[config.mk]
export PLATFORM = sky130hd
export DESIGN_NAME = bpo_steer
export DESIGN_NICKNAME = d
export VERILOG_FILES = /design/src/bpo_pkg.sv /design/src/bpo_tb_if.sv /design/src/bpo_timebase.sv /design/src/bpo_deadband.sv /design/src/bpo_steer.sv
export SDC_FILE = /design/constraint.sdc
export NUM_CORES = 1
export LEC_CHECK = 0
export BUFFER_PORTS_ARGS = -buffer_cell sky130_fd_sc_hd__buf_4
export CELL_PAD_IN_SITES_DETAIL_PLACEMENT = 2
export CELL_PAD_IN_SITES_GLOBAL_PLACEMENT = 2
export CORE_UTILIZATION = 35
export CTS_CLUSTER_DIAMETER = 30
export DETAILED_ROUTE_END_ITERATION = 8
export PLACE_DENSITY_LB_ADDON = 0.1
export SLEW_MARGIN = 25
export SYNTH_ARGS = -nofsm -noshare
export SYNTH_HDL_FRONTEND = slang
export SYNTH_SLANG_ARGS = --single-unit
export TNS_END_PERCENT = 10
[constraint.sdc]
create_clock -name CLK -period 3.47 [get_ports CLK]
set_clock_uncertainty 0.2 [all_clocks]
set_input_delay 0.1735 -clock CLK [delete_from_list [all_inputs] [get_ports CLK]]
set_output_delay 0.1735 -clock CLK [all_outputs]
set_load 0.01 [all_outputs]
[src/bpo_pkg.sv]
// Shared constants and types for the bridge PWM output steering block
package bpo_pkg;
    // ------------------------------------------------------------
    // Register map (byte addresses, one 32-bit word each)
    // ------------------------------------------------------------
    localparam int ADDR_W = 8;
    localparam logic [7:0] OFS_CTL = 8'h00;
    localparam logic [7:0] OFS_DUTY = 8'h04;
    localparam logic [7:0] OFS_PERIOD = 8'h08;
    localparam logic [7:0] OFS_TIMER = 8'h0C;
    localparam logic [7:0] OFS_DEADBAND = 8'h10;
    localparam logic [7:0] OFS_FLAG = 8'h14;
    localparam logic [7:0] OFS_DIR = 8'h18;
    localparam logic [7:0] OFS_PORT = 8'h1C;
    localparam logic [7:0] OFS_STATUS = 8'h20;
    // ------------------------------------------------------------
    // Field positions
    // ------------------------------------------------------------
    localparam int CTL_MODE_LSB = 6;
    localparam int CTL_DUTYLO_LSB = 4;
    localparam int TMR_RUN_BIT = 2;
    localparam int STAT_SHADOW_LSB = 16;
    localparam logic [1:0] POL_PWM_MODE = 2'h3;
    // ------------------------------------------------------------
    // Reset values
    // ------------------------------------------------------------
    localparam logic [7:0] RST_CTL = 8'h00;
    localparam logic [7:0] RST_DUTY = 8'h00;
    localparam logic [7:0] RST_PERIOD = 8'hFF;
    localparam logic [2:0] RST_TIMER = 3'h0;
    localparam logic [6:0] RST_DEADBAND = 7'h00;
    localparam logic [3:0] RST_DIR = 4'hF;
    localparam logic [3:0] RST_PORT = 4'h0;
    // ------------------------------------------------------------
    // Timing counts
    // ------------------------------------------------------------
    localparam logic [1:0] INSTR_DIV_LIM = 2'h3;
    localparam logic [7:0] NEAR_END_COUNTS = 8'h04;
    localparam logic [3:0] PS1_LIM = 4'h0;
    localparam logic [3:0] PS4_LIM = 4'h3;
    localparam logic [3:0] PS16_LIM = 4'hF;
    // ------------------------------------------------------------
    // Modes and states
    // ------------------------------------------------------------
    typedef enum logic [1:0] {
        MODE_SINGLE = 2'b00,
        MODE_FULL_FWD = 2'b01,
        MODE_HALF = 2'b10,
        MODE_FULL_REV = 2'b11
    } bpo_mode_t;
    typedef enum logic [1:0] {
        DIR_RUN = 2'b00,
        DIR_PENDING = 2'b01,
        DIR_BLANK = 2'b10
    } bpo_dir_state_t;
endpackage : bpo_pkg

[src/bpo_tb_if.sv]
// Signals between the steering logic and the time base
`timescale 1ns/1ps
interface bpo_tb_if;
    logic run;
    logic [1:0] prescale;
    logic [7:0] period;
    logic [9:0] duty;
    logic [9:0] base;
    logic [9:0] shadow;
    logic raw;
    logic period_start;
    logic near_end;
    modport tb (input run, input prescale, input period, input duty,
                output base, output shadow, output raw, output period_start,
                output near_end);
    modport ctl (output run, output prescale, output period, output duty,
                 input base, input shadow, input raw, input period_start,
                 input near_end);
endinterface : bpo_tb_if

[src/bpo_timebase.sv]
// Ten-bit PWM time base with prescaler and duty shadow
`timescale 1ns/1ps
module bpo_timebase (
    input wire logic clk,
    input wire logic nrst,
    bpo_tb_if.tb tb
);
    logic [3:0] pre_cnt_r;
    logic [3:0] pre_lim;
    logic tick;
    logic wrap;
    logic [9:0] base_inc;
    logic [9:0] base_nxt;
    logic [7:0] near_timer;

    always_comb begin
        case (tb.prescale)
            2'b00: pre_lim = bpo_pkg::PS1_LIM;
            2'b01: pre_lim = bpo_pkg::PS4_LIM;
            default: pre_lim = bpo_pkg::PS16_LIM;
        endcase
    end

    assign tick = tb.run && (pre_cnt_r == pre_lim);
    assign wrap = tick && (tb.base == {tb.period, 2'b11});
    assign base_inc = tb.base + 10'h001;
    // Next base value, so a four-count period still blanks from its first count
    assign base_nxt = wrap ? 10'h000 : base_inc;
    assign near_timer = tb.period + 8'h01 - bpo_pkg::NEAR_END_COUNTS;

    always_ff @(posedge clk) begin
        if (!nrst || !tb.run || tick) begin
            pre_cnt_r <= 4'h0;
        end else begin
            pre_cnt_r <= pre_cnt_r + 4'h1;
        end
    end

    always_ff @(posedge clk) begin
        if (!nrst) begin
            tb.base <= 10'h000;
        end else if (wrap) begin
            tb.base <= 10'h000; // RL23
        end else if (tick) begin
            tb.base <= base_inc;
        end
    end

    // Duty is double buffered so a mid-period write never glitches the pulse
    always_ff @(posedge clk) begin
        if (!nrst) begin
            tb.shadow <= 10'h000;
            tb.raw <= 1'b0;
        end else if (wrap) begin
            tb.shadow <= tb.duty; // RL23
            tb.raw <= (tb.duty != 10'h000); // RL23
        end else if (tick && (base_inc == tb.shadow)) begin
            tb.raw <= 1'b0; // RL24
        end
    end

    always_ff @(posedge clk) begin
        if (!nrst) begin
            tb.period_start <= 1'b0;
            tb.near_end <= 1'b0;
        end else begin
            tb.period_start <= wrap;
            tb.near_end <= tick && (base_nxt == {near_timer, 2'b00}); // RL17
        end
    end

    a_duty_latch: assert property (@(posedge clk) disable iff (!nrst)
        wrap |=> tb.shadow == $past(tb.duty)) else $error("duty not latched at wrap"); // RL23
    a_pulse_end: assert property (@(posedge clk) disable iff (!nrst)
        (tick && !wrap && base_inc == tb.shadow) |=> !tb.raw)
        else $error("pulse not ended at duty match"); // RL24
endmodule : bpo_timebase

[src/bpo_deadband.sv]
// Rising-edge delay for one half-bridge output
`timescale 1ns/1ps
module bpo_deadband #(
    parameter int CW = 7
) (
    input wire logic clk,
    input wire logic nrst,
    input wire logic in_sig,
    input wire logic tick,
    input wire logic [CW-1:0] count,
    output logic out_sig
);
    logic [CW-1:0] cnt_r;

    // A pulse shorter than the delay never reaches the output
    always_ff @(posedge clk) begin
        if (!nrst || !in_sig) begin
            cnt_r <= '0;
            out_sig <= 1'b0; // RL13
        end else if (!out_sig) begin
            if (cnt_r == count) begin
                out_sig <= 1'b1; // RL12
            end else if (tick) begin
                cnt_r <= cnt_r + 1'b1; // RL12
            end
        end
    end

    a_db_rise: assert property (@(posedge clk) disable iff (!nrst)
        $rose(out_sig) |-> $past(in_sig) && $past(cnt_r) == $past(count))
        else $error("output rose before delay elapsed"); // RL12
    a_db_fall: assert property (@(posedge clk) disable iff (!nrst)
        !in_sig |=> !out_sig) else $error("output active without input"); // RL13
endmodule : bpo_deadband

[src/bpo_steer.sv]
// Bridge PWM output steering: APB registers, mode steering, dead band, direction change
//
// Function
// [RL1] All PWM timing counts CLK edges only; clock changes scale the frequency.
// [RL2] Reset restores all control registers and turns every pin into an input.
// [RL3] Software keeps pins input, loads period, mode, duty, then starts timer.
// [RL4] Software enables pin drivers only after the period match flag sets.
// [RL5] Mode field: 00 single, 10 half, 01 full forward, 11 full reverse.
// [RL6] Up to four outputs, ten-bit duty; single uses first, half first two.
// [RL7] Full-bridge modes drive all four outputs.
// [RL8] After enabling, outputs stay inactive until the next period starts.
// [RL9] Clearing the control register returns all pins to port function.
// [RL10] Pins unused by the mode keep their ordinary port function.
// [RL11] Half-bridge: modulated signal on first output, complement on second.
// [RL12] Half-bridge delays each turn-on by seven-bit count of 4-clock cycles.
// [RL13] Delay longer than the active interval keeps that output inactive.
// [RL14] Forward: first active, fourth modulated, second and third inactive.
// [RL15] Reverse: third active, second modulated, first and fourth inactive.
// [RL16] Direction bit may change anytime; new direction applies next cycle.
// [RL17] Four counts before period end: blank modulated, swap others, resume.
// [RL18] No dead band in full-bridge modes.
// [RL19] Two polarity bits set active level of pairs first/third, second/fourth.
// [RL20] Software sets polarity before driving pins and leaves it alone.
// [RL21] Software lets one full cycle pass in mode before driving pins.
// [RL22] Period match flag sets when the second period begins.
// [RL23] At period end timer clears, output sets unless zero, duty latches.
// [RL24] Active pulse ends when time base equals latched duty.
// [RL25] Duty: upper eight bits in duty register, lower two in control.
// [RL26] Inactive outputs show the inverse of their pair's active level.
`timescale 1ns/1ps
module bpo_steer #(
    parameter int DB_W = 7
) (
    input wire logic CLK,
    input wire logic NRST,
    input wire logic PSEL,
    input wire logic PENABLE,
    input wire logic PWRITE,
    input wire logic [7:0] PADDR,
    input wire logic [31:0] PWDATA,
    output logic [31:0] PRDATA,
    output logic PREADY,
    output logic PSLVERR,
    output logic [3:0] PIN_OUT,
    output logic [3:0] PIN_OE
);
    // ------------------------------------------------------------
    // Registers
    // ------------------------------------------------------------
    logic [7:0] ctl_r;
    logic [7:0] duty_r;
    logic [7:0] period_r;
    logic [2:0] timer_ctl_r;
    logic [DB_W-1:0] deadband_r;
    logic flag_r;
    logic [3:0] dir_latch_r;
    logic [3:0] port_r;
    logic [1:0] icnt_r;
    logic started_r;
    logic dir_cur_r;
    bpo_pkg::bpo_dir_state_t dstate_r;
    bpo_pkg::bpo_dir_state_t dstate_nxt;
    logic [3:0] act;
    logic [3:0] own;
    logic [3:0] low;
    logic [3:0] pin_out_nxt;
    logic [31:0] rdata_nxt;
    logic addr_ok;
    logic setup;
    logic wr_en;
    logic itick;
    logic en;
    logic full;
    logic pwm;
    logic blank;
    logic db_a;
    logic db_b;
    bpo_pkg::bpo_mode_t mode;

    bpo_tb_if tbi ();

    bpo_timebase u_timebase (
        .clk(CLK),
        .nrst(NRST),
        .tb(tbi.tb)
    );

    assign tbi.run = timer_ctl_r[bpo_pkg::TMR_RUN_BIT];
    assign tbi.prescale = timer_ctl_r[1:0];
    assign tbi.period = period_r;
    assign tbi.duty = {duty_r, ctl_r[bpo_pkg::CTL_DUTYLO_LSB +: 2]}; // RL25

    // ------------------------------------------------------------
    // APB slave
    // ------------------------------------------------------------
    assign setup = PSEL && !PENABLE;
    assign wr_en = PSEL && PENABLE && PREADY && PWRITE && !PSLVERR;

    always_comb begin
        addr_ok = 1'b1;
        rdata_nxt = 32'h0000_0000;
        case (PADDR)
            bpo_pkg::OFS_CTL: rdata_nxt[7:0] = ctl_r;
            bpo_pkg::OFS_DUTY: rdata_nxt[7:0] = duty_r;
            bpo_pkg::OFS_PERIOD: rdata_nxt[7:0] = period_r;
            bpo_pkg::OFS_TIMER: rdata_nxt[2:0] = timer_ctl_r;
            bpo_pkg::OFS_DEADBAND: rdata_nxt[DB_W-1:0] = deadband_r;
            bpo_pkg::OFS_FLAG: rdata_nxt[0] = flag_r;
            bpo_pkg::OFS_DIR: rdata_nxt[3:0] = dir_latch_r;
            bpo_pkg::OFS_PORT: rdata_nxt[3:0] = port_r;
            bpo_pkg::OFS_STATUS: begin
                rdata_nxt[9:0] = tbi.base;
                rdata_nxt[bpo_pkg::STAT_SHADOW_LSB +: 10] = tbi.shadow;
            end
            default: addr_ok = 1'b0;
        endcase
    end

    // One wait-free access: ready rises at the first access edge
    always_ff @(posedge CLK) begin
        if (!NRST) begin
            PREADY <= 1'b0;
            PSLVERR <= 1'b0;
            PRDATA <= 32'h0000_0000;
        end else if (setup) begin
            PREADY <= 1'b1;
            PSLVERR <= !addr_ok;
            PRDATA <= PWRITE ? 32'h0000_0000 : rdata_nxt;
        end else begin
            PREADY <= 1'b0;
            PSLVERR <= 1'b0;
        end
    end

    always_ff @(posedge CLK) begin
        if (!NRST) begin
            ctl_r <= bpo_pkg::RST_CTL; // RL2
            duty_r <= bpo_pkg::RST_DUTY;
            period_r <= bpo_pkg::RST_PERIOD;
            timer_ctl_r <= bpo_pkg::RST_TIMER;
            deadband_r <= bpo_pkg::RST_DEADBAND;
            dir_latch_r <= bpo_pkg::RST_DIR; // RL2
            port_r <= bpo_pkg::RST_PORT;
        end else if (wr_en) begin
            case (PADDR)
                bpo_pkg::OFS_CTL: ctl_r <= PWDATA[7:0];
                bpo_pkg::OFS_DUTY: duty_r <= PWDATA[7:0];
                bpo_pkg::OFS_PERIOD: period_r <= PWDATA[7:0];
                bpo_pkg::OFS_TIMER: timer_ctl_r <= PWDATA[2:0];
                bpo_pkg::OFS_DEADBAND: deadband_r <= PWDATA[DB_W-1:0];
                bpo_pkg::OFS_DIR: dir_latch_r <= PWDATA[3:0];
                bpo_pkg::OFS_PORT: port_r <= PWDATA[3:0];
                default: ;
            endcase
        end
    end

    // Set wins over a same-cycle write-one clear
    always_ff @(posedge CLK) begin
        if (!NRST) begin
            flag_r <= 1'b0;
        end else if (tbi.period_start) begin
            flag_r <= 1'b1; // RL22
        end else if (wr_en && PADDR == bpo_pkg::OFS_FLAG && PWDATA[0]) begin
            flag_r <= 1'b0;
        end
    end

    // ------------------------------------------------------------
    // Instruction-cycle divider for the dead band
    // ------------------------------------------------------------
    assign itick = (icnt_r == bpo_pkg::INSTR_DIV_LIM);

    always_ff @(posedge CLK) begin
        if (!NRST) begin
            icnt_r <= 2'h0;
        end else begin
            icnt_r <= icnt_r + 2'h1; // RL1
        end
    end

    // ------------------------------------------------------------
    // Enable and start synchronisation
    // ------------------------------------------------------------
    assign en = (ctl_r[3:2] == bpo_pkg::POL_PWM_MODE);
    assign mode = bpo_pkg::bpo_mode_t'(ctl_r[bpo_pkg::CTL_MODE_LSB +: 2]); // RL5
    assign full = mode[0];

    always_ff @(posedge CLK) begin
        if (!NRST || !en) begin
            started_r <= 1'b0;
        end else if (tbi.period_start) begin
            started_r <= 1'b1; // RL8
        end
    end

    // ------------------------------------------------------------
    // Direction change sequencing
    // ------------------------------------------------------------
    always_comb begin
        dstate_nxt = dstate_r;
        case (dstate_r)
            bpo_pkg::DIR_RUN: begin
                if (full && mode[1] != dir_cur_r) begin
                    dstate_nxt = bpo_pkg::DIR_PENDING; // RL16
                end
            end
            bpo_pkg::DIR_PENDING: begin
                if (!full || mode[1] == dir_cur_r) begin
                    dstate_nxt = bpo_pkg::DIR_RUN;
                end else if (tbi.near_end) begin
                    dstate_nxt = bpo_pkg::DIR_BLANK; // RL17
                end
            end
            bpo_pkg::DIR_BLANK: begin
                if (tbi.period_start || !full) begin
                    dstate_nxt = bpo_pkg::DIR_RUN; // RL17
                end
            end
            default: dstate_nxt = bpo_pkg::DIR_RUN;
        endcase
    end

    always_ff @(posedge CLK) begin
        if (!NRST) begin
            dstate_r <= bpo_pkg::DIR_RUN;
            dir_cur_r <= 1'b0;
        end else begin
            dstate_r <= dstate_nxt;
            if (!full || !started_r) begin
                dir_cur_r <= mode[1];
            end else if (dstate_r == bpo_pkg::DIR_PENDING && dstate_nxt == bpo_pkg::DIR_BLANK) begin
                dir_cur_r <= mode[1]; // RL17
            end
        end
    end

    // Modulation is back on the first clock of the new period
    assign blank = (dstate_r == bpo_pkg::DIR_BLANK) && !tbi.period_start; // RL17

    // ------------------------------------------------------------
    // Dead band for the half-bridge pair
    // ------------------------------------------------------------
    assign pwm = tbi.raw && started_r; // RL8

    bpo_deadband #(.CW(DB_W)) u_db_a (
        .clk(CLK),
        .nrst(NRST),
        .in_sig(pwm),
        .tick(itick),
        .count(deadband_r),
        .out_sig(db_a)
    );

    bpo_deadband #(.CW(DB_W)) u_db_b (
        .clk(CLK),
        .nrst(NRST),
        .in_sig(started_r && !tbi.raw),
        .tick(itick),
        .count(deadband_r),
        .out_sig(db_b)
    );

    // ------------------------------------------------------------
    // Output steering
    // ------------------------------------------------------------
    always_comb begin
        act = 4'h0;
        own = 4'h0;
        if (full) begin
            own = 4'hF; // RL7
            // Full bridge takes the raw pulse, never the delayed one
            if (!dir_cur_r) begin
                act[0] = started_r; // RL14
                act[3] = pwm && !blank; // RL14 RL18
            end else begin
                act[2] = started_r; // RL15
                act[1] = pwm && !blank; // RL15 RL18
            end
        end else if (mode == bpo_pkg::MODE_HALF) begin
            own = 4'h3; // RL6
            act[0] = db_a; // RL11
            act[1] = db_b; // RL11
        end else begin
            own = 4'h1; // RL6
            act[0] = pwm;
        end
        if (!en) begin
            own = 4'h0; // RL9
        end
    end

    assign low = {ctl_r[0], ctl_r[1], ctl_r[0], ctl_r[1]}; // RL19

    always_comb begin
        for (int i = 0; i < 4; i++) begin
            pin_out_nxt[i] = own[i] ? (act[i] ^ low[i]) : port_r[i]; // RL10 RL26
        end
    end

    always_ff @(posedge CLK) begin
        if (!NRST) begin
            PIN_OUT <= 4'h0;
            PIN_OE <= 4'h0; // RL2
        end else begin
            PIN_OUT <= pin_out_nxt;
            PIN_OE <= ~dir_latch_r;
        end
    end

    // ------------------------------------------------------------
    // Checks
    // ------------------------------------------------------------
    a_reset_inputs: assert property (@(posedge CLK)
        !NRST |=> PIN_OE == 4'h0) else $error("pins driven after reset"); // RL2
    a_hold_start: assert property (@(posedge CLK) disable iff (!NRST)
        (en && !started_r) |-> act == 4'h0) else $error("output before period start"); // RL8
    a_release_pins: assert property (@(posedge CLK) disable iff (!NRST)
        ctl_r == 8'h00 |=> PIN_OUT == $past(port_r)) else $error("pins not released"); // RL9
    a_half_unused: assert property (@(posedge CLK) disable iff (!NRST)
        (en && mode == bpo_pkg::MODE_HALF) |=> PIN_OUT[3:2] == $past(port_r[3:2]))
        else $error("unused pins disturbed"); // RL10
    a_forward_map: assert property (@(posedge CLK) disable iff (!NRST)
        (en && started_r && full && !dir_cur_r) |-> act[0] && !act[1] && !act[2])
        else $error("forward mapping wrong"); // RL14
    a_reverse_map: assert property (@(posedge CLK) disable iff (!NRST)
        (en && started_r && full && dir_cur_r) |-> act[2] && !act[0] && !act[3])
        else $error("reverse mapping wrong"); // RL15
    a_blank_cause: assert property (@(posedge CLK) disable iff (!NRST)
        $rose(blank) |-> $past(tbi.near_end) && dir_cur_r == mode[1])
        else $error("blanking without near-end"); // RL17
    a_blank_mod: assert property (@(posedge CLK) disable iff (!NRST)
        blank |-> !act[1] && !act[3]) else $error("modulated output active in blank"); // RL17
    a_polarity_pin: assert property (@(posedge CLK) disable iff (!NRST)
        ##1 $past(own[0]) |-> PIN_OUT[0] == ($past(act[0]) ^ $past(ctl_r[1])))
        else $error("first output polarity wrong"); // RL19 RL26
    a_flag_sets: assert property (@(posedge CLK) disable iff (!NRST)
        tbi.period_start |=> flag_r) else $error("match flag not set"); // RL22
    a_apb_ready: assert property (@(posedge CLK) disable iff (!NRST)
        setup |=> PREADY ##1 !PREADY) else $error("ready not one access cycle");

    c_half_run: cover property (@(posedge CLK) disable iff (!NRST)
        en && mode == bpo_pkg::MODE_HALF && $rose(db_b));
    c_dir_change: cover property (@(posedge CLK) disable iff (!NRST)
        $rose(blank) ##[1:300] $fell(blank));
    c_fwd_pulse: cover property (@(posedge CLK) disable iff (!NRST)
        en && full && !dir_cur_r && $rose(act[3]));
    c_bad_addr: cover property (@(posedge CLK) disable iff (!NRST) PSLVERR);
endmodule : bpo_steer

==> flow_summary.toml, run 1 <==
[synth]
ys_ff_latch = 122
synth_top_family_by_area = "simple AND/OR/NAND/NOR gates"
yosys.area_share.adder_pct = 1.25
ys_warn_count = 0
synth_cells = 695
synth_ff_type = "dfxtp_1"
synth_xor_area_share_pct = 11.4
synthTopCellsByArea = "dfxtp_1, mux2i_1, nor2_1"
ys_types = 63
synth.largest_area_cell = "dfxtp_1"
synth_area_sq_um = 6020
synthSimpleGateAreaFrac_pct = 21.4
synth_compound_area_share_pct = 10.3
synthMuxAreaShare_pct = 9.99
ys_seq_area_share_pct = 40.5
synth_edf_count = 0
synthArstFlopShare_pct = 0
postSynthAreaPerCell_sq_um = 8.67
yosysTopAreaCellShare_pct = 40.5

[worst_setup_path]
cpMostUsedCell = "dlygate4sd3_1"
critPathMaxStageDelay_ns = 0.58
r2r_end = "period_r[7]"
reg2reg_setup_slack_ns = 0.40
crit_chain = "dlygate4sd3_1, buf_4, nand4_1, or2_2, nor3_1, nand3_1, mux2i_1, nand2_1, dlygate4sd3_1"
path_buf_inv = 3
slowest_stage = "dlygate4sd3_1"
crit_type = "in -> reg"
worstSetupEndpointType = "flip-flop"
r2r_cells = 7
worstPathArrival_ns = 3.25
crit_required_ns = 3.58
startpoint_type = "input port"
timing.rr.start = "PREADY"
critPathTopFamily = "simple AND/OR/NAND/NOR gates"
cp_max_fo = 8

[global_routing]
grtUsageTotal_pct = 24.1
globalRouteOverflowTotal = 0
use_met1_pct = 32.3
met2_usage_pct = 38.9
grt_pass1_wl_mm = 32.2
gr-usage-met3_pct = 4.41
antenna_found_initial = 0
grt_busiest_layer = "met2"
grt_pass1_vias = 5577
grt_max_degree = 36

[pwr]
peakVddDrop_mv = 0.370
pwr-share-seq_pct = 40.4
internal_power_uw = 2660
clock_power_share_pct = 55.8
leakagePower_uw = 0.00277
power_switching_uw = 811
p_per_area_nw_per_um2 = 476
netSwitchingFraction_pct = 23.3
combPwrFrac_pct = 3.8

[drt]
dr.pass1.iters = 4
vias = 5221
first_iter_violations = 283
drt_wl_total_mm = 20.6
wl_per_cell_um = 21.0
antenna_left = 0
via_per_inst = 5.34
route.detailed.drc = 0

[sta]
min_period_over_period_pct = 90.4
fmax_ghz = 0.319
final.setup.tns_ns = 0
slew_headroom_pct = 37.7
drv_slew = 0
setup_viol = 0
worst_pin_slew_ns = 0.935
min_period_ns = 3.14
hold_viol_final = 0
grt_setup_unrepaired = "no"

[worst_hold_path]
worstHoldPathCells = 4
hold_start = "PADDR[5]"
worst_hold_path_type = "in -> reg"
hold_path_end = "PSLVERR"

[clock_tree]
h-tree-depth = 4
cts_root_buffer = "clkbuf_16"
clkTransAtPathRegs_ns = 0.06
cts_hold_buf = 18
cts_tree = "done"
clock_sinks = 122
cts_buffers = 17
post_cts_buffers = 0
post_cts_resized = 0
cts_buffer_depth = 2
clock_latency_ns = 0.43

[final_layout]
syn_to_final_growth_pct = 21.3
antenna_cells = 0
drive_above_1_share_pct = 13.9
mostFrequentLayoutCells = "dfxtp_1, nor2_1, nand2_1, buf_4, mux2i_1"
fill_cells = 1854
postLayoutCellArea_sq_um = 7300
final_common_cell = "dfxtp_1"
final_nets = 796

[placement]
gp_congestion = 0.833
dpl.hpwl_mm = 14.7
io_buffers = 50
placed_cell_area_sq_um = 6480

[floorplan]
die_area_sq_um = 17700
initial_core_util_pct = 36.1
io_pins = 87
rows = 47
core_sq_um = 16700
dieHeight_um = 133
die_w_um = 133

[job]
cap_violations = 0

[status]
status = "completed"
metal layers:
layer / vias to the layer above / part of all wire, %
li1: 2473 / -
met4: 0 / 1.4
met2: 114 / 47
met1: 2611 / 48
met3: 23 / 3.4
met5: - / 0
power by group through the flow:
stage | combinational (uW) | clock [uW] | sequential, uW
floorplan | 75.1 | 0 | 1440
global route | 141 | 2040 | 1400
CTS | 130 | 1970 | 1410
finish | 131 | 1940 | 1410
detailed placement | 119 | 0 | 1440
global placement | 117 | 0 | 1440
worst max path at each step:
stage	start	to	slack, ns	depth (start not counted)
after floorplan	u_timebase.tb.base[4]	u_timebase.tb.base[8]	0.99	9
after global placement	u_timebase.tb.base[1]	u_timebase.tb.raw	0.75	6
after detailed placement	u_timebase.tb.base[4]	u_timebase.tb.raw	0.73	6
after CTS	PWRITE	period_r[4]	0.39	9
after global routing	PWRITE	period_r[3]	0.04	9
final	PWRITE	period_r[7]	0.33	9
area by class of cell:
type | instances | area (sq um) | area share (%)
Clock buffer | 17 | 425 | 5.82
Clock inverter | 15 | 214 | 2.93
Inverter | 9 | 33.8 | 0.462
Multi-Input combinational cell | 522 | 3320 | 45.5
Sequential cell | 122 | 2440 | 33.4
Tap cell | 220 | 275 | 3.77
Timing Repair Buffer | 73 | 593 | 8.12
synthesized netlist by cell type (3+ instances only):
master and number:
xor2_1 31, dfxtp_1 122, a222oi_1 5, or4_1 3, nor2b_1 4, a21oi_1 27, and3_1 7, mux2_2 4
a2bb2oi_1 5, nor4_1 3, clkbuf_1 34, or3_1 5, nand4_1 9, inv_1 8, nor2_1 115, or2_2 4
nand3b_1 4, ha_1 6, a211oi_1 4, nand2_1 72, nor3_1 7, o211ai_1 3, nand3_1 30, buf_4 14
o31ai_1 4, xnor2_1 43, a22oi_1 13, o21ai_0 11, and2_1 3, mux2i_1 53
cell families (layout without fill, tap and decap cells):
group | count (synthesis) | after routing
adders and majority gates | 6 | 6
buffers and inverters | 62 | 114
AOI/OAI and AO/OA | 90 | 90
other | 1 | 12
xor gates and xnor gates | 76 | 76
and+or+nand+nor | 280 | 280
DFF | 122 | 122
muxes | 58 | 58
metrics by stage:
stage / instances / power (uW) / util, % / setup WS [ns] / hold slack (ns)
final: 978 / 3480 / 43.7 / 0.332 / 0.0460
after CTS: 978 / 3510 / 43.7 / 0.387 / 0.0484
after detailed placement: 928 / 1560 / 38.8 / 0.730 / 0.231
after floorplan: 706 / 1510 / - / 0.985 / 0.0986
after global placement: 928 / 1550 / 38.8 / 0.748 / 0.208
after global routing: 978 / 3580 / 43.7 / 0.0419 / 0.0989
tightest hold or removal path, stage by stage:
cell and delay (ns):
buf_4 0.15, o31ai_1 0.09, nand2_1 0.11, and2_1 0.12
registers in the layout, summed over array words and instances (netlist names), 2 cells and up:
signal                count
u_db_a.cnt_r              7
u_timebase.pre_cnt_r      4
dstate_r                  2
PRDATA                   20
duty_r                    8
deadband_r                7
timer_ctl_r               3
u_db_b.cnt_r              7
PIN_OE                    4
PIN_OUT                   4
u_timebase.tb.shadow     10
dir_latch_r               4
port_r                    4
ctl_r                     8
icnt_r                    2
u_timebase.tb.base       10
period_r                  8
Note: power is estimated with default switching activity, not from simulation.
==> run 2: changes to the inputs <==
- ABC_AREA: unset -> 1
- CORE_UTILIZATION: 35 -> 32
==> run 2 against run 1 <==
  * The run now ends with negative hold slack left
  * Synthesized cell count grew 23%
  * Clock power shrank 8%
  * Via count grew 15%
  * Global-route usage grew 0.18 points
  * Design area shrank 0.77%
  * Sequential power is essentially flat
  * Critical endpoint is now u_timebase.tb.shadow[9]
  * Largest power group unchanged
==> flow_summary.toml, run 2 <==
[drt]
dr.pass1.iters = 4
antenna_left = 0
vias = 6011
drt_wl_total_mm = 22.5
wl_per_cell_um = 19.5
via_per_inst = 5.20
first_iter_violations = 228
route.detailed.drc = 0

[worst_hold_path]
worst_hold_path_type = "in -> reg"
hold_start = "NRST"

[global_routing]
antenna_found_initial = 0
grtUsageTotal_pct = 24.3
grt_max_degree = 42
grt_pass1_wl_mm = 36.0
grt_pass1_vias = 6512
globalRouteOverflowTotal = 0

[clock_tree]
h-tree-depth = 4
clock_sinks = 122
cts_root_buffer = "clkbuf_16"
clock_latency_ns = 0.43
cts_buffers = 17
post_cts_buffers = 0
clkTransAtPathRegs_ns = 0.06
cts_tree = "done"
cts_buffer_depth = 2

[floorplan]
io_pins = 87
dieHeight_um = 139
die_w_um = 139
rows = 49
initial_core_util_pct = 33.2
core_sq_um = 18200
die_area_sq_um = 19400

[final_layout]
antenna_cells = 0
postLayoutCellArea_sq_um = 7250
final_nets = 968
syn_to_final_growth_pct = 20.0
drive_above_1_share_pct = 11.9
post-route-util_pct = 39.8
final_common_cell = "nand2_1"
multi_input_area_sq_um = 3060
mostFrequentLayoutCells = "nand2_1, dfxtp_1, inv_1, nor2_1, a21oi_1"
largest_reg_flops = 20
seqCellArea_sq_um = 2440
regMostFlops = "PRDATA"
fill_cells = 2177
reg.largest.list = "PRDATA (20), u_timebase.tb.base (10), u_timebase.tb.shadow (10)"

[worst_setup_path]
cp_max_fo = 19
worstPathArrival_ns = 2.61
reg2reg_setup_slack_ns = 0.91
startpoint_type = "flip-flop"
worstSetupEndpointType = "flip-flop"
crit_type = "reg -> reg"
crit_required_ns = 3.52
cp-startpoint = "u_timebase.tb.base[0]"
timing.rr.start = "u_timebase.tb.base[0]"

[sta]
min_period_ns = 2.56
grt_setup_unrepaired = "no"
fin_ws_ns = 0.914
hold_ws_ns = -0.000678
worst_pin_slew_ns = 0.833
min_period_over_period_pct = 73.7
drv_slew = 0
final.setup.tns_ns = 0
hold_viol_final = 1
setup_viol = 0
fmax_ghz = 0.391
slew_headroom_pct = 44.3

[status]
status = "finished, violations left"
violations = "negative hold slack"

[placement]
dpl.hpwl_mm = 17.2
gp_congestion = 0.848
dpl_worst_slack_ns = 1.00
io_buffers = 50
placed_cell_area_sq_um = 6590

[pwr]
peakVddDrop_mv = 0.309
p_total_uw = 3300
p_per_area_nw_per_um2 = 455
leakagePower_uw = 0.00299

[synth]
ys_types = 40
synthArstFlopShare_pct = 0
yosysTopAreaCellShare_pct = 40.4
synth_cells = 858
synthTopCellsByArea = "dfxtp_1, nand2_1, a21oi_1"
postSynthAreaPerCell_sq_um = 7.04
synth_ff_type = "dfxtp_1"
ys_warn_count = 0
netlist_top_cells_count = "nand2_1, dfxtp_1, inv_1"
synth.largest_area_cell = "dfxtp_1"
synth_edf_count = 0
ys_ff_latch = 122
synth_area_sq_um = 6040
synth.most_common_cell = "nand2_1"
ys_seq_area_share_pct = 40.4

[job]
cap_violations = 0
==> run 2: cell types whose count changed after synthesis, sizes merged, moves of 10 or more <==
| cell | delta |
|---|---|
| a21oi | +49 |
| a22oi | -13 |
| clkbuf | -22 |
| inv | +96 |
| mux2i | -53 |
| nand2 | +135 |
| nand3 | +15 |
| nor2 | -24 |
| o211ai | +10 |
| o21ai | +43 |
| xnor2 | -30 |
==> run 2: worst paths after layout <==
path / end / cells past startpoint
hold reg to reg: PIN_OE[0] / 1
setup reg to reg: u_timebase.tb.shadow[9] / 8
hold / removal: dstate_r[0] / 3
setup / recovery: u_timebase.tb.shadow[9] / 8
==> run 2: layer usage <==
layer  vias to the layer above  track usage, %  wire length, um
li1                       2893               -                -
met5                         -               0                0
met1                      3013            25.9             9110
met2                        73            47.3            12300
met3                        32            4.30              587
met4                         0            8.89              501
==> run 2: cell families (layout without fill, tap and decap cells) <==
kind of cell,Yosys count,after routing,share of synthesized area (%)
AOI/OAI and AO/OA,176,176,16.3
adders and majority gates,6,6,1.24
DFF,122,122,40.4
xor gates and xnor gates,40,40,5.93
buffers and inverters,139,198,9.65
and+or+nand+nor,374,374,26.3
other,1,12,0.0621
==> run 2: cell type report <==
cell class,count,area share [%]
multi-input combinational,608,42.2
sequential,122,33.7
timing repair buffer,62,6.70
clock buffer,18,5.92
inverter,106,5.49
tap,229,3.95
clock inverter,12,2.09
==> run 2: timing repair <==
| action | in CTS | in global routing |
|---|---|---|
| hold buffers | 8 | 0 |
| setup endpoints to repair | 0 | 0 |
| hold endpoints to repair | 34 | 0 |
| gates resized for setup | 0 | 0 |
==> run 2: metrics by stage <==
step           hold WS, ns  cells
3_5_place_dp         0.218   1119
2_1_floorplan       0.0999    869
6_report         -0.000678   1157
4_1_cts            0.00674   1157
3_3_place_gp         0.204   1119
5_1_grt             0.0284   1157
==> run 2: worst max-delay path, cell delays in order (launching register included) <==
cell and delay (ns):
dfxtp_1 0.49, ha_1 0.25, nand2_1 0.07, nor2_1 0.10, nand2_1 0.07, nor2_2 0.16, nand3_4 0.24, nand2_1 0.58
o22ai_1 0.22
==> run 2: power breakdown <==
| part | internal [uW] | switching, uW |
|---|---|---|
| registers | 1400 | 1.54 |
| logic | 31.9 | 66.4 |
| clock network | 1120 | 676 |
==> run 3: changes to the inputs <==
- CORE_UTILIZATION: 32 -> 29
- clock period: 3.47 -> 2.35 ns (I/O delays scaled with it)
==> run 3 against run 2 <==
  * The flow now finishes without violations
  * Flip-flop and latch count did not move
  * Via count fell by 0.13%
  * Wire length rose by 3.1%
  * Final cell count rose by 5.3%
  * Fmax rose by 18%
  * Largest power group unchanged
  * Critical path depth rose by 2
==> flow_summary.toml, run 3 (synthesized netlist as in run 2, its figures left out) <==
[sta]
min_period_over_period_pct = 92.3
setup_viol = 0
fmax_ghz = 0.461
hold_viol_final = 0
slew_headroom_pct = 45.8
worst_pin_slew_ns = 0.807
final.setup.tns_ns = 0
drv_slew = 0
hold_ws_ns = 0.0480
min_period_ns = 2.17
grt_setup_unrepaired = "no"

[clock_tree]
cts_buffer_depth = 2
post_cts_buffers = 0
cts_tree = "done"
cts_root_buffer = "clkbuf_16"
h-tree-depth = 4
clkTransAtPathRegs_ns = 0.06
clock_latency_ns = 0.42
cts_buffers = 17
clock_sinks = 122

[floorplan]
initial_core_util_pct = 29.8
die_area_sq_um = 21400
rows = 52
core_sq_um = 20300
die_w_um = 146
io_pins = 87
dieHeight_um = 146

[worst_setup_path]
critPathMaxStageDelay_ns = 0.49
slowest_stage = "dfxtp_1"
endpoint = "u_timebase.tb.shadow[8]"
cpMostUsedCell = "nand2_1"
worstSetupEndpointType = "flip-flop"
r2r_end = "u_timebase.tb.shadow[8]"
reg2reg_setup_slack_ns = 0.18
worstPathArrival_ns = 2.26
startpoint_type = "flip-flop"
cp-startpoint = "u_timebase.tb.base[6]"
timing.rr.start = "u_timebase.tb.base[6]"
crit_chain = "inv_1, nand2_1, nand2_1, nor2_1, nand2_1, nor2_2, nand3_4, nand2_1, buf_4, o21ai_0"
crit_type = "reg -> reg"
cp_max_fo = 19
crit_required_ns = 2.44
r2r_cells = 10

[placement]
io_buffers = 50
gp_congestion = 0.820
dpl.hpwl_mm = 18.2

[drt]
wl_per_cell_um = 19.1
dr.pass1.iters = 4
route.detailed.drc = 0
vias = 6003
drt_wl_total_mm = 23.2
first_iter_violations = 148
antenna_left = 0
via_per_inst = 4.93

[final_layout]
final_common_cell = "nand2_1"
seqCellArea_sq_um = 2440
regMostFlops = "PRDATA"
final_nets = 986
syn_to_final_growth_pct = 24.1
drive_above_1_share_pct = 13.7
post-route-util_pct = 36.9
mostFrequentLayoutCells = "nand2_1, dfxtp_1, inv_1, nor2_1, a21oi_1"
largest_reg_flops = 20
antenna_cells = 0
fill_cells = 2429
reg.largest.list = "PRDATA (20), u_timebase.tb.base (10), u_timebase.tb.shadow (10)"
multi_input_area_sq_um = 3070

[pwr]
leakagePower_uw = 0.00310
p_per_area_nw_per_um2 = 668
peakVddDrop_mv = 0.436
p_total_uw = 5000

[global_routing]
globalRouteOverflowTotal = 0
grt_pass1_vias = 6709
grt_pass1_wl_mm = 36.9
antenna_found_initial = 0
grtUsageTotal_pct = 22.6
grt_max_degree = 38

[worst_hold_path]
worst_hold_path_type = "in -> reg"
hold_start = "NRST"

[job]
cap_violations = 0

[status]
status = "completed"
==> run 3: changes by cell type in the layout (fill, tap and decap cells not counted), sizes merged <==
cell and change:
clkbuf +2, buf +16, dlygate4sd3 +2, clkinv -1
inv +1
==> run 3: layout make-up <==
cell class              count  share of cell area (%)
clock buffers              20                    6.09
flip-flops and latches    122                    32.6
clock inverters            12                    2.20
well taps                 270                    4.51
inverters                 106                    5.31
multi-input cells         608                    40.9
repair buffers             80                    8.35
==> run 3: timing repair <==
item                                    CTS  global route
hold endpoints to repair                 41             0
endpoints found under the setup margin    0             2
gates resized for setup                   0             3
hold buffers                             10             0
==> run 3: worst max-delay path: cells and delay by family, from the launching register on <==
kind / cells / cell delay (ns)
flip-flops: 1 / 0.49
AO/OA/AOI/OAI: 1 / 0.11
AND/OR/NAND/NOR: 7 / 0.87
buffers and inverters: 2 / 0.35
==> run 3: per-layer routing <==
layer	part of all wire [%]	global-route usage [%]
met2	55	43.3
met3	2.5	4.03
met4	1.6	6.61
met5	0	0
met1	41	25.0
==> run 3: power breakdown <==
group	total [uW]	switching, uW	internal, uW
Clock	2780	1040	1740
Sequential	2080	2.12	2070
Combinational	155	101	53.5
==> run 3: metrics by stage <==
step	instances	area [sq um]	setup slack [ns]
3_5_place_dp	1176	6760	0.132
3_3_place_gp	1176	6760	0.261
5_1_grt	1218	7500	0.00972
6_report	1218	7500	0.182
4_1_cts	1218	7480	0.114
2_1_floorplan	869	6080	0.501
==> run 3: worst min-delay path by stage <==
stage,end,slack (ns),cells past startpoint
after floorplan,dir_latch_r[0],0.04,2
after global placement,period_r[6],0.15,3
after detailed placement,period_r[5],0.16,3
after CTS,u_timebase.tb.shadow[9],0.03,4
after global routing,u_timebase.tb.shadow[9],0.04,4
final,u_timebase.tb.shadow[9],0.05,4
